--- src/relay_consts.svh ---
`ifndef RELAY_CONSTS_SVH
`define RELAY_CONSTS_SVH
// Clock and timing base
`define RLY_CLK_PERIOD_NS  10
`define RLY_TICK_NS        1000000
`define RLY_TICK_CYCLES    (`RLY_TICK_NS / `RLY_CLK_PERIOD_NS)
`define RLY_ILK_DELAY_S    3
`define RLY_HARD_DELAY_S   2
`define RLY_SOFT_DELAY_S   20
`define RLY_ILK_DELAY_MS   (`RLY_ILK_DELAY_S * 1000)
`define RLY_HARD_DELAY_MS  (`RLY_HARD_DELAY_S * 1000)
`define RLY_SOFT_DELAY_MS  (`RLY_SOFT_DELAY_S * 1000)
`define RLY_FB_SETTLE_MS   50
// Register byte offsets
`define RLY_OFS_CTRL       8'h00
`define RLY_OFS_ALARM      8'h04
`define RLY_OFS_CFG        8'h08
`define RLY_OFS_STATUS     8'h0c
`define RLY_OFS_FAULT      8'h10
// Field positions
`define RLY_CTRL_REARM     8
`define RLY_ALM_WARN       0
`define RLY_ALM_SOFT       1
`define RLY_ALM_HARD       2
`define RLY_ALM_SENSOR     3
`define RLY_CFG_MASK_LSB   8
// Reset values
`define RLY_RST_CMD        4'h0
`define RLY_RST_FB_EN      4'h0
`define RLY_RST_SAFE_MASK  4'h3
`endif

--- src/relay_pkg.sv ---
package relay_pkg;
  typedef enum logic [1:0] {
    ILK_ARMED    = 2'b00,
    ILK_DELAY    = 2'b01,
    ILK_DISABLED = 2'b10
  } ilk_state_t;

  typedef struct packed {
    logic [7:0] s1;
    logic [7:0] s2;
    logic [7:0] s3;
    logic [7:0] q;
  } sync_state_t;

  typedef struct packed {
    logic [15:0] count;
    logic        expired;
  } timer_state_t;

  typedef struct packed {
    ilk_state_t      ilk;
    logic [3:0]      cmd;
    logic [3:0]      alarm;
    logic [3:0]      fb_en;
    logic [3:0]      safe_mask;
    logic [3:0]      coil;
    logic [3:0]      fb_drive;
    logic [3:0]      fail_open;
    logic [3:0]      fail_closed;
    logic [3:0][7:0] settle;
    logic [16:0]     div;
    logic            tick;
    logic [31:0]     prdata;
    logic            pslverr;
  } ctrl_state_t;
endpackage : relay_pkg
--- src/delay_timer_if.sv ---
`timescale 1ns/1ps
interface delay_timer_if;
  logic arm;
  logic tick;
  logic expired;
  modport ctl (output arm, output tick, input expired);
  modport tmr (input arm, input tick, output expired);
endinterface : delay_timer_if

--- src/delay_timer.sv ---
`timescale 1ns/1ps
module delay_timer #(
  parameter logic [15:0] LIMIT = 16'h0bb8
) (
  input  wire logic clk_in,    // System clock
  input  wire logic arst_n_in, // Async reset, active low
  delay_timer_if.tmr tif       // Arm, tick and expiry
);
  relay_pkg::timer_state_t st;
  relay_pkg::timer_state_t next_st;

  // Count ticks while armed; clear on disarm; hold at limit
  always_comb begin
    next_st = st;
    if (!tif.arm) begin
      next_st = '0;
    end else if (tif.tick && st.count != LIMIT) begin
      next_st.count = st.count + 16'h0001;
    end
    next_st.expired = tif.arm && (next_st.count == LIMIT);
  end

  always_ff @(posedge clk_in or negedge arst_n_in) begin
    if (!arst_n_in) begin
      st <= '0;
    end else begin
      st <= next_st;
    end
  end

  assign tif.expired = st.expired;
endmodule : delay_timer

--- src/input_sync.sv ---
`timescale 1ns/1ps
module input_sync (
  input  wire logic       clk_in,    // System clock
  input  wire logic       arst_n_in, // Async reset, active low
  input  wire logic [7:0] d_in,      // Raw pin levels
  output logic      [7:0] q_out      // Filtered levels
);
  relay_pkg::sync_state_t st;
  relay_pkg::sync_state_t next_st;

  // Three stages; accept a change once stages two and three agree
  always_comb begin
    next_st    = st;
    next_st.s1 = d_in;
    next_st.s2 = st.s1;
    next_st.s3 = st.s2;
    for (int i = 0; i < 8; i++) begin
      if (st.s2[i] == st.s3[i]) begin
        next_st.q[i] = st.s3[i];
      end
    end
  end

  always_ff @(posedge clk_in or negedge arst_n_in) begin
    if (!arst_n_in) begin
      st <= '0;
    end else begin
      st <= next_st;
    end
  end

  assign q_out = st.q;
endmodule : input_sync

--- src/relay_interlock_control.sv ---
`timescale 1ns/1ps
`include "relay_consts.svh"
// How it works
// - Four independent relay coil outputs are each commanded open or closed by software.
// - Every coil output is gated by the shared interlock so a close needs an interlock that is not disabled.
// - The interlock trips when the module interlock or the safety loop reports a fault.
// - Three seconds after a trip all coil outputs are disabled regardless of commands.
// - Relays one to three obey commands on either supply input.
// - Relay four closes only while supply A is active and supply B is off.
// - A hard shutdown alarm opens the safety relays after two seconds.
// - Each relay has an optional feedback input sampled as a digital level.
// - A command and feedback mismatch raises a failed-open or failed-closed flag.
// - A sensor fault alarm is flagged only and control carries on.
// - A soft shutdown alarm opens the safety relays after twenty seconds.
// - A warning alarm is reported only and causes no relay action.
module relay_interlock_control #(
  parameter logic [16:0] TICK_CYCLES     = 17'(`RLY_TICK_CYCLES),
  parameter logic [15:0] ILK_DELAY_TICKS = 16'(`RLY_ILK_DELAY_MS),
  parameter logic [15:0] HARD_TICKS      = 16'(`RLY_HARD_DELAY_MS),
  parameter logic [15:0] SOFT_TICKS      = 16'(`RLY_SOFT_DELAY_MS),
  parameter logic [7:0]  FB_SETTLE_TICKS = 8'(`RLY_FB_SETTLE_MS)
) (
  input  wire logic        clk_in,                    // System clock 100 MHz
  input  wire logic        arst_n_in,                 // Async reset, active low
  input  wire logic        psel_in,                   // APB select
  input  wire logic        penable_in,                // APB enable
  input  wire logic        pwrite_in,                 // APB direction
  input  wire logic [7:0]  paddr_in,                  // APB byte address
  input  wire logic [31:0] pwdata_in,                 // APB write data
  output logic             pready_out,                // APB ready
  output logic      [31:0] prdata_out,                // APB read data
  output logic             pslverr_out,               // APB error
  input  wire logic        module_interlock_in,       // Module interlock, high healthy
  input  wire logic        safety_loop_interlock_in,  // Safety loop, high healthy
  input  wire logic        supply_a_active_in,        // Powered from supply A
  input  wire logic        supply_b_active_in,        // Supply B on
  input  wire logic [3:0]  relay_feedback_sense_in,   // Aux contact returns
  output logic      [3:0]  relay_feedback_drive_out,  // Aux contact sends
  output logic      [3:0]  relay_coil_drive_out       // Relay coil drives
);
  relay_pkg::ctrl_state_t st;
  relay_pkg::ctrl_state_t next_st;
  logic [7:0]             sync_q;
  logic [3:0]             fb_s;
  logic                   mod_ok;
  logic                   loop_ok;
  logic                   sup_a;
  logic                   sup_b;
  logic                   healthy;
  logic                   sup_ok;
  logic                   wr;
  logic                   rd_setup;
  logic                   rearm;
  logic [3:0]             shut;
  logic [3:0]             mismatch;
  logic [3:0]             set_open;
  logic [3:0]             set_closed;
  logic [3:0]             clr_open;
  logic [3:0]             clr_closed;

  delay_timer_if ilk_tif ();
  delay_timer_if hard_tif ();
  delay_timer_if soft_tif ();

  // Pin inputs through three-stage filter
  input_sync u_sync (
    .clk_in    (clk_in),
    .arst_n_in (arst_n_in),
    .d_in      ({supply_b_active_in, supply_a_active_in, safety_loop_interlock_in,
                 module_interlock_in, relay_feedback_sense_in}),
    .q_out     (sync_q)
  );

  assign fb_s    = sync_q[3:0];
  assign mod_ok  = sync_q[4];
  assign loop_ok = sync_q[5];
  assign sup_a   = sync_q[6];
  assign sup_b   = sync_q[7];
  assign healthy = mod_ok && loop_ok;
  assign sup_ok  = sup_a && !sup_b;

  // Delay timers: interlock, hard and soft shutdown
  assign ilk_tif.arm  = (st.ilk == relay_pkg::ILK_DELAY);
  assign ilk_tif.tick = st.tick;
  assign hard_tif.arm  = st.alarm[`RLY_ALM_HARD];
  assign hard_tif.tick = st.tick;
  assign soft_tif.arm  = st.alarm[`RLY_ALM_SOFT];
  assign soft_tif.tick = st.tick;

  delay_timer #(.LIMIT(ILK_DELAY_TICKS)) u_ilk_tmr (
    .clk_in    (clk_in),
    .arst_n_in (arst_n_in),
    .tif       (ilk_tif.tmr)
  );

  delay_timer #(.LIMIT(HARD_TICKS)) u_hard_tmr (
    .clk_in    (clk_in),
    .arst_n_in (arst_n_in),
    .tif       (hard_tif.tmr)
  );

  delay_timer #(.LIMIT(SOFT_TICKS)) u_soft_tmr (
    .clk_in    (clk_in),
    .arst_n_in (arst_n_in),
    .tif       (soft_tif.tmr)
  );

  // Bus strobes
  assign wr       = psel_in && penable_in && pwrite_in;
  assign rd_setup = psel_in && !penable_in;
  assign rearm    = wr && (paddr_in == `RLY_OFS_CTRL) && pwdata_in[`RLY_CTRL_REARM];

  // Safety relays opened by expired shutdown timers; warning and sensor bits unused here
  assign shut = (hard_tif.expired || soft_tif.expired) ? st.safe_mask : 4'h0;

  // Feedback compare and fault set/clear terms
  always_comb begin
    clr_open   = 4'h0;
    clr_closed = 4'h0;
    if (wr && paddr_in == `RLY_OFS_FAULT) begin
      clr_open   = pwdata_in[3:0];
      clr_closed = pwdata_in[7:4];
    end
    for (int i = 0; i < 4; i++) begin
      mismatch[i]   = st.fb_en[i] && (st.coil[i] != fb_s[i]);
      set_open[i]   = mismatch[i] && st.coil[i] && (st.settle[i] == FB_SETTLE_TICKS);
      set_closed[i] = mismatch[i] && !st.coil[i] && (st.settle[i] == FB_SETTLE_TICKS);
    end
  end

  // Next-state logic for the whole block
  always_comb begin
    next_st     = st;
    next_st.tick = 1'b0;
    if (st.div == TICK_CYCLES - 17'h00001) begin
      next_st.div  = 17'h00000;
      next_st.tick = 1'b1;
    end else begin
      next_st.div = st.div + 17'h00001;
    end

    // Interlock sequence
    case (st.ilk)
      relay_pkg::ILK_ARMED: begin
        if (!healthy) begin
          next_st.ilk = relay_pkg::ILK_DELAY;
        end
      end
      relay_pkg::ILK_DELAY: begin
        if (healthy) begin
          next_st.ilk = relay_pkg::ILK_ARMED;
        end else if (ilk_tif.expired) begin
          next_st.ilk = relay_pkg::ILK_DISABLED;
        end
      end
      relay_pkg::ILK_DISABLED: begin
        if (rearm && healthy) begin
          next_st.ilk = relay_pkg::ILK_ARMED;
        end
      end
      default: begin
        next_st.ilk = relay_pkg::ILK_DISABLED;
      end
    endcase

    // Coil outputs: command, interlock gate, supply gate on relay four
    next_st.coil = st.cmd & ~shut
                 & {4{st.ilk != relay_pkg::ILK_DISABLED}}
                 & {sup_ok, 3'b111};
    next_st.fb_drive = st.fb_en;

    // Mismatch settle counters per relay
    for (int i = 0; i < 4; i++) begin
      if (!mismatch[i]) begin
        next_st.settle[i] = 8'h00;
      end else if (st.tick && st.settle[i] != FB_SETTLE_TICKS) begin
        next_st.settle[i] = st.settle[i] + 8'h01;
      end
    end
    // Sticky faults, set wins over clear
    next_st.fail_open   = (st.fail_open & ~clr_open) | set_open;
    next_st.fail_closed = (st.fail_closed & ~clr_closed) | set_closed;

    // Register writes at the access phase
    if (wr) begin
      case (paddr_in)
        `RLY_OFS_CTRL: begin
          next_st.cmd = pwdata_in[3:0];
        end
        `RLY_OFS_ALARM: begin
          next_st.alarm = pwdata_in[3:0];
        end
        `RLY_OFS_CFG: begin
          next_st.fb_en     = pwdata_in[3:0];
          next_st.safe_mask = pwdata_in[`RLY_CFG_MASK_LSB +: 4];
        end
        default: begin
        end
      endcase
    end

    // Read data and error captured in the setup cycle
    if (rd_setup) begin
      next_st.pslverr = 1'b0;
      next_st.prdata  = 32'h00000000;
      case (paddr_in)
        `RLY_OFS_CTRL:   next_st.prdata = {28'h0000000, st.cmd};
        `RLY_OFS_ALARM:  next_st.prdata = {28'h0000000, st.alarm};
        `RLY_OFS_CFG:    next_st.prdata = {20'h00000, st.safe_mask, 4'h0, st.fb_en};
        `RLY_OFS_STATUS: next_st.prdata = {16'h0000, st.ilk, soft_tif.expired,
                                           hard_tif.expired, fb_s, sup_b, sup_a,
                                           (st.ilk != relay_pkg::ILK_ARMED), !healthy,
                                           st.coil};
        `RLY_OFS_FAULT:  next_st.prdata = {24'h000000, st.fail_closed, st.fail_open};
        default:         next_st.pslverr = 1'b1;
      endcase
    end
  end

  // State register
  always_ff @(posedge clk_in or negedge arst_n_in) begin
    if (!arst_n_in) begin
      st           <= '0;
      st.ilk       <= relay_pkg::ILK_ARMED;
      st.cmd       <= `RLY_RST_CMD;
      st.fb_en     <= `RLY_RST_FB_EN;
      st.safe_mask <= `RLY_RST_SAFE_MASK;
    end else begin
      st <= next_st;
    end
  end

  // Outputs
  assign pready_out               = 1'b1;
  assign prdata_out               = st.prdata;
  assign pslverr_out              = st.pslverr;
  assign relay_coil_drive_out     = st.coil;
  assign relay_feedback_drive_out = st.fb_drive;

  // Helper: ticks seen while in the delay state
  logic [15:0] delay_ticks;
  always_ff @(posedge clk_in or negedge arst_n_in) begin
    if (!arst_n_in) begin
      delay_ticks <= 16'h0000;
    end else if (st.ilk != relay_pkg::ILK_DELAY) begin
      delay_ticks <= 16'h0000;
    end else if (st.tick && delay_ticks != ILK_DELAY_TICKS) begin
      delay_ticks <= delay_ticks + 16'h0001;
    end
  end
endmodule : relay_interlock_control

--- config.mk ---
export PLATFORM = sky130hd
export DESIGN_NAME = relay_interlock_control
export DESIGN_NICKNAME = d
export VERILOG_FILES = /design/src/relay_pkg.sv /design/src/delay_timer_if.sv /design/src/delay_timer.sv /design/src/input_sync.sv /design/src/relay_interlock_control.sv
export VERILOG_INCLUDE_DIRS = /design/src
export SDC_FILE = /design/constraint.sdc
export NUM_CORES = 1
export LEC_CHECK = 0
export BUFFER_PORTS_ARGS = -buffer_cell sky130_fd_sc_hd__buf_4
export CAP_MARGIN = 30
export CELL_PAD_IN_SITES_DETAIL_PLACEMENT = 1
export CELL_PAD_IN_SITES_GLOBAL_PLACEMENT = 2
export CORE_ASPECT_RATIO = 1.75
export CORE_MARGIN = 2
export CORE_UTILIZATION = 42
export DETAILED_ROUTE_END_ITERATION = 8
export GPL_TIMING_DRIVEN = 0
export PLACE_DENSITY_LB_ADDON = 0.15
export SETUP_SLACK_MARGIN = 0.05
export SYNTH_ARGS = -nofsm -noshare
export SYNTH_HDL_FRONTEND = slang
export SYNTH_HIERARCHICAL = 1
export SYNTH_SLANG_ARGS = --single-unit
--- constraint.sdc ---
create_clock -name clk_in -period 4.7 [get_ports clk_in]
set_input_delay 0.235 -clock clk_in [delete_from_list [all_inputs] [get_ports clk_in]]
set_output_delay 0.235 -clock clk_in [all_outputs]
set_load 0.005 [all_outputs]
==> reports/summary.log <==
INFO  sta            rsz_0062_raised_after_global_routing=false
INFO  synth          synth_xor_xnor_area_share=6.526%
INFO  status         outcome=finished, final reports clean
INFO  layout         final_stage_net_count=1045
INFO  placement      routabilityCongestion=0.8071
INFO  hold_path      hold_path_startpoint=pwdata_in[9]
INFO  floorplanning  design.core.area=21590um^2
INFO  synth          dominant_combinational_cell_family_by_area_after_synthesis=simple AND/OR/NAND/NOR gates
INFO  detailed_routing detailroute.via_count=6846
INFO  critical_path  data_required_time_of_the_worst_path=5.01ns
INFO  floorplanning  floorplan.initialDensity=42.90%
INFO  clocking       cts-root-to-sink-buffers=2
INFO  detailed_routing via_per_inst=5.340
INFO  sta            setup_total_negative_slack=0ns
INFO  sta            final.min_clock_period=2.700ns
INFO  synth          yosys.area_share.simple=21.97%
INFO  detailed_routing postRouteAntennaNets=0
INFO  sta            finalCritPeriodShare=57.44%
INFO  hold_path      hold_path_depth=2
INFO  synth          synthTopCellsByCount=sky130_fd_sc_hd__dfrtp_1, sky130_fd_sc_hd__nand2_1, sky130_fd_sc_hd__nor2_1, sky130_fd_sc_hd__buf_4, sky130_fd_sc_hd__xor2_1
INFO  critical_path  worst_path_dominant_cell_family=compound AO/OA/AOI/OAI gates
INFO  clocking       post_cts_buffers=0
INFO  sta            finalHoldViolCount=0
INFO  global_routing wire_length_of_the_first_global_routing_pass=38300um
INFO  clocking       cts-buffers-inserted=17
INFO  hold_path      timing.hold.worst_endpoint=st[100]
INFO  sta            setup_viol=0
INFO  sta            number_of_pins_with_negative_max_slew_slack_in_the_final_report=0
INFO  synth          yosys-mux-area-fraction=4.216%
INFO  hold_path      holdCritPathClass=in2reg
INFO  synth          yosys.area.top_type_share=49.18%
INFO  clocking       clk_latency=0.45ns
INFO  layout         utilization=50.10%
INFO  pwr            p_leak=4.827nW
INFO  synth          post_synth_instance_area=9260um^2
INFO  synth          ys_warns=6
INFO  synth          async_reset_ff_share=100.0%
INFO  clocking       clk_pin_slew_worst_paths=0.08ns
INFO  layout         area.growth.synth_to_final=16.80%
INFO  critical_path  criticalPathCategory=reg2reg
INFO  critical_path  end_kind=flop
INFO  critical_path  ff2ff_setup_slack=2.00ns
INFO  run            drv.max_cap_violation_count=0
INFO  sta            tightest_slew=0.8381ns
INFO  critical_path  worstSetupStartpointType=flop
INFO  global_routing grt_start_max_net_pins=100
INFO  floorplanning  die_h=200.4um
INFO  critical_path  cp_data_arrival_time=3.01ns
INFO  clocking       clock-sinks=184
INFO  global_routing grt_usage=21.18%
INFO  detailed_routing drt_iter0_markers=287
INFO  synth          yosysUniqueCellTypes=83
INFO  layout         layout.filler_cells=2411
INFO  detailed_routing drc_errors=0
INFO  synth          yosysSeqAreaShare=49.75%
INFO  critical_path  critical_path_peak_fanout=13
INFO  synth          yosys.cell_count.top_type=sky130_fd_sc_hd__dfrtp_1
INFO  synth          ys_ff_latch=184
INFO  pwr            powerDensity=297.3nW/um^2
INFO  pwr            total_power=0.003216W
INFO  global_routing antenna_found_initial=0
INFO  critical_path  timing.critical_path.slowest_stage_cell=sky130_fd_sc_hd__dfrtp_1
INFO  pwr            peakVddDrop=256.1uV
INFO  critical_path  cpPeakStageDelay=0.71ns
INFO  placement      buffer_ports.inserted=56
INFO  synth          synth_top_cell_by_area=sky130_fd_sc_hd__dfrtp_1
INFO  layout         antennaDiodeCount=0
INFO  clocking       cts_tree=yes
INFO  floorplanning  design.die.area=23300um^2
INFO  floorplanning  die_width=116.2um
INFO  synth          synth.area.top_cells=sky130_fd_sc_hd__dfrtp_1, sky130_fd_sc_hd__buf_4, sky130_fd_sc_hd__xor2_1, sky130_fd_sc_hd__nand2_1, sky130_fd_sc_hd__nor2_1
INFO  synth          synthFlopType=sky130_fd_sc_hd__dfrtp_1
INFO  sta            fmax=370.4MHz
INFO  placement      detailedPlacementHpwl=17330um
INFO  clocking       ctsRootBufferMaster=sky130_fd_sc_hd__clkbuf_16
INFO  detailed_routing detail_route.wl_per_cell=18.18um
INFO  critical_path  worstRegToRegCells=6
INFO  critical_path  crit-reg2reg-capture=u_ilk_tmr/tif.expired
INFO  critical_path  cp_num_cells=6
INFO  synth          postSynthCellCount=877
INFO  synth          edff_count_synth=0
INFO  synth          syn-mean-instance-area=10.56um^2
INFO  detailed_routing first_pass_iters=4
INFO  critical_path  crit_path_cell_trace=nand3_1, or3_1, clkbuf_1, a2111o_1, o2bb2ai_1, a2111oi_1
INFO  clocking       cts-htree-levels=4
INFO  layout         drive_above_1_share=19.90%
INFO  synth          synth-adder-area-share=3.000%
INFO  global_routing first_global_vias=7466
INFO  floorplanning  std_cell_rows=71
INFO  sta            clock-skew-final=0.007102ns
INFO  detailed_routing postRouteWirelength=23300um
INFO  synth          synth_compound_gate_area_share=7.945%
INFO  critical_path  rr_startpoint=hard_tif.tick
INFO  critical_path  worst-path-buf-inv=1
INFO  sta            relSlewSlack=43.75%
INFO  floorplanning  top_level_pins=95
INFO  global_routing aggregate_global_routing_overflow=0
-- metrics by stage --
stage	hold WS, ns	worst slack, ns	instance area, um^2	cells
6_report	0.02539	2.000	10820	1282
5_1_grt	0.005920	1.808	10820	1282
4_1_cts	0.004006	1.986	10820	1282
3_5_place_dp	0.2848	2.013	10140	1241
3_3_place_gp	0.3330	2.033	10100	1240
2_1_floorplan	-0.06059	2.421	9316	892
-- how the worst max path moves through the flow --
stage | from | end
floorplan | u_ilk_tmr/st[1] | u_ilk_tmr/tif.expired
global placement | hard_tif.tick | u_ilk_tmr/tif.expired
detailed placement | hard_tif.tick | u_ilk_tmr/tif.expired
CTS | hard_tif.tick | u_ilk_tmr/tif.expired
global route | hard_tif.tick | u_ilk_tmr/tif.expired
finish | hard_tif.tick | u_ilk_tmr/tif.expired
-- layout by cell type, fill, tap and decap left out, types with 6 or more instances in the layout --
cell type                         n
sky130_fd_sc_hd__or3_1           13
sky130_fd_sc_hd__nor4_1          16
sky130_fd_sc_hd__o21a_1           8
sky130_fd_sc_hd__and4_1           7
sky130_fd_sc_hd__inv_1           25
sky130_fd_sc_hd__nand4b_1         8
sky130_fd_sc_hd__and3_1          18
sky130_fd_sc_hd__nor3_1          11
sky130_fd_sc_hd__xnor2_1         29
sky130_fd_sc_hd__mux2_2          16
sky130_fd_sc_hd__nor2_1          71
sky130_fd_sc_hd__maj3_2           8
sky130_fd_sc_hd__nand4_1         33
sky130_fd_sc_hd__buf_4          105
sky130_fd_sc_hd__ha_1            15
sky130_fd_sc_hd__inv_6            6
sky130_fd_sc_hd__and2_1          16
sky130_fd_sc_hd__o21ai_0         25
sky130_fd_sc_hd__xor2_1          40
sky130_fd_sc_hd__conb_1          17
sky130_fd_sc_hd__dfrtp_1        182
sky130_fd_sc_hd__dlygate4sd3_1    9
sky130_fd_sc_hd__nand2_1         77
sky130_fd_sc_hd__clkbuf_16       17
sky130_fd_sc_hd__nand3_1         33
sky130_fd_sc_hd__nor2b_1          8
sky130_fd_sc_hd__clkbuf_1        19
sky130_fd_sc_hd__mux2i_1         12
sky130_fd_sc_hd__a21oi_1         26
sky130_fd_sc_hd__o31ai_1          6
-- logic make-up (layout without fill, tap and decap cells) --
group,count (synthesis),in the layout
AND/OR/NAND/NOR,358,358
flip-flops,184,184
AO/OA/AOI/OAI,109,109
buffers and inverters,100,198
XOR/XNOR,69,69
multiplexers,32,32
adder cells (fa/ha/maj),23,23
other,2,17
-- final cells by class --
| class | count | area [um^2] | area share (%) |
|---|---|---|---|
| flip-flops and latches | 184 | 4607 | 42.60 |
| multi-input cells | 608 | 4106 | 37.97 |
| repair buffers | 66 | 545.5 | 5.044 |
| plain buffers | 75 | 509.2 | 4.708 |
| clock buffers | 18 | 439.2 | 4.061 |
| well taps | 292 | 365.4 | 3.378 |
| clock inverters | 14 | 148.9 | 1.377 |
| inverters | 25 | 93.84 | 0.8677 |
-- layer usage --
metal | vias up | share of wire (%) | global-route usage (%)
met5 | - | 0 | 0
met4 | 0 | 4.0 | 9.779
met3 | 45 | 2.0 | 3.502
met2 | 103 | 57 | 40.05
met1 | 3442 | 37 | 21.97
li1 | 3256 | - | -
-- report_power, final --
part	internal (W)	switching, W	total (W)
clock network	0.000728	0.000714	0.00144
logic	0.0000728	0.0000804	0.000153
registers	0.00161	0.0000146	0.00162
-- what timing repair did --
| action | CTS | global route |
|---|---|---|
| hold endpoints to repair | 93 | 0 |
| resized for setup | 0 | 0 |
| hold buffers | 9 | 0 |
-- state kept, by name, summed over array words and instances (netlist names), 4 cells and up --
| signal | count |
|---|---|
| prdata_out | 16 |
| u_sync/st | 8 |
| u_hard_tmr/st | 16 |
| relay_coil_drive_out | 4 |
| u_sync/q_out | 8 |
| u_soft_tmr/st | 16 |
| next_st | 4 |
| u_ilk_tmr/st | 16 |
| u_sync/next_st | 16 |
| relay_feedback_drive_out | 4 |
| st | 69 |
Power figures use the tool's default switching activity.
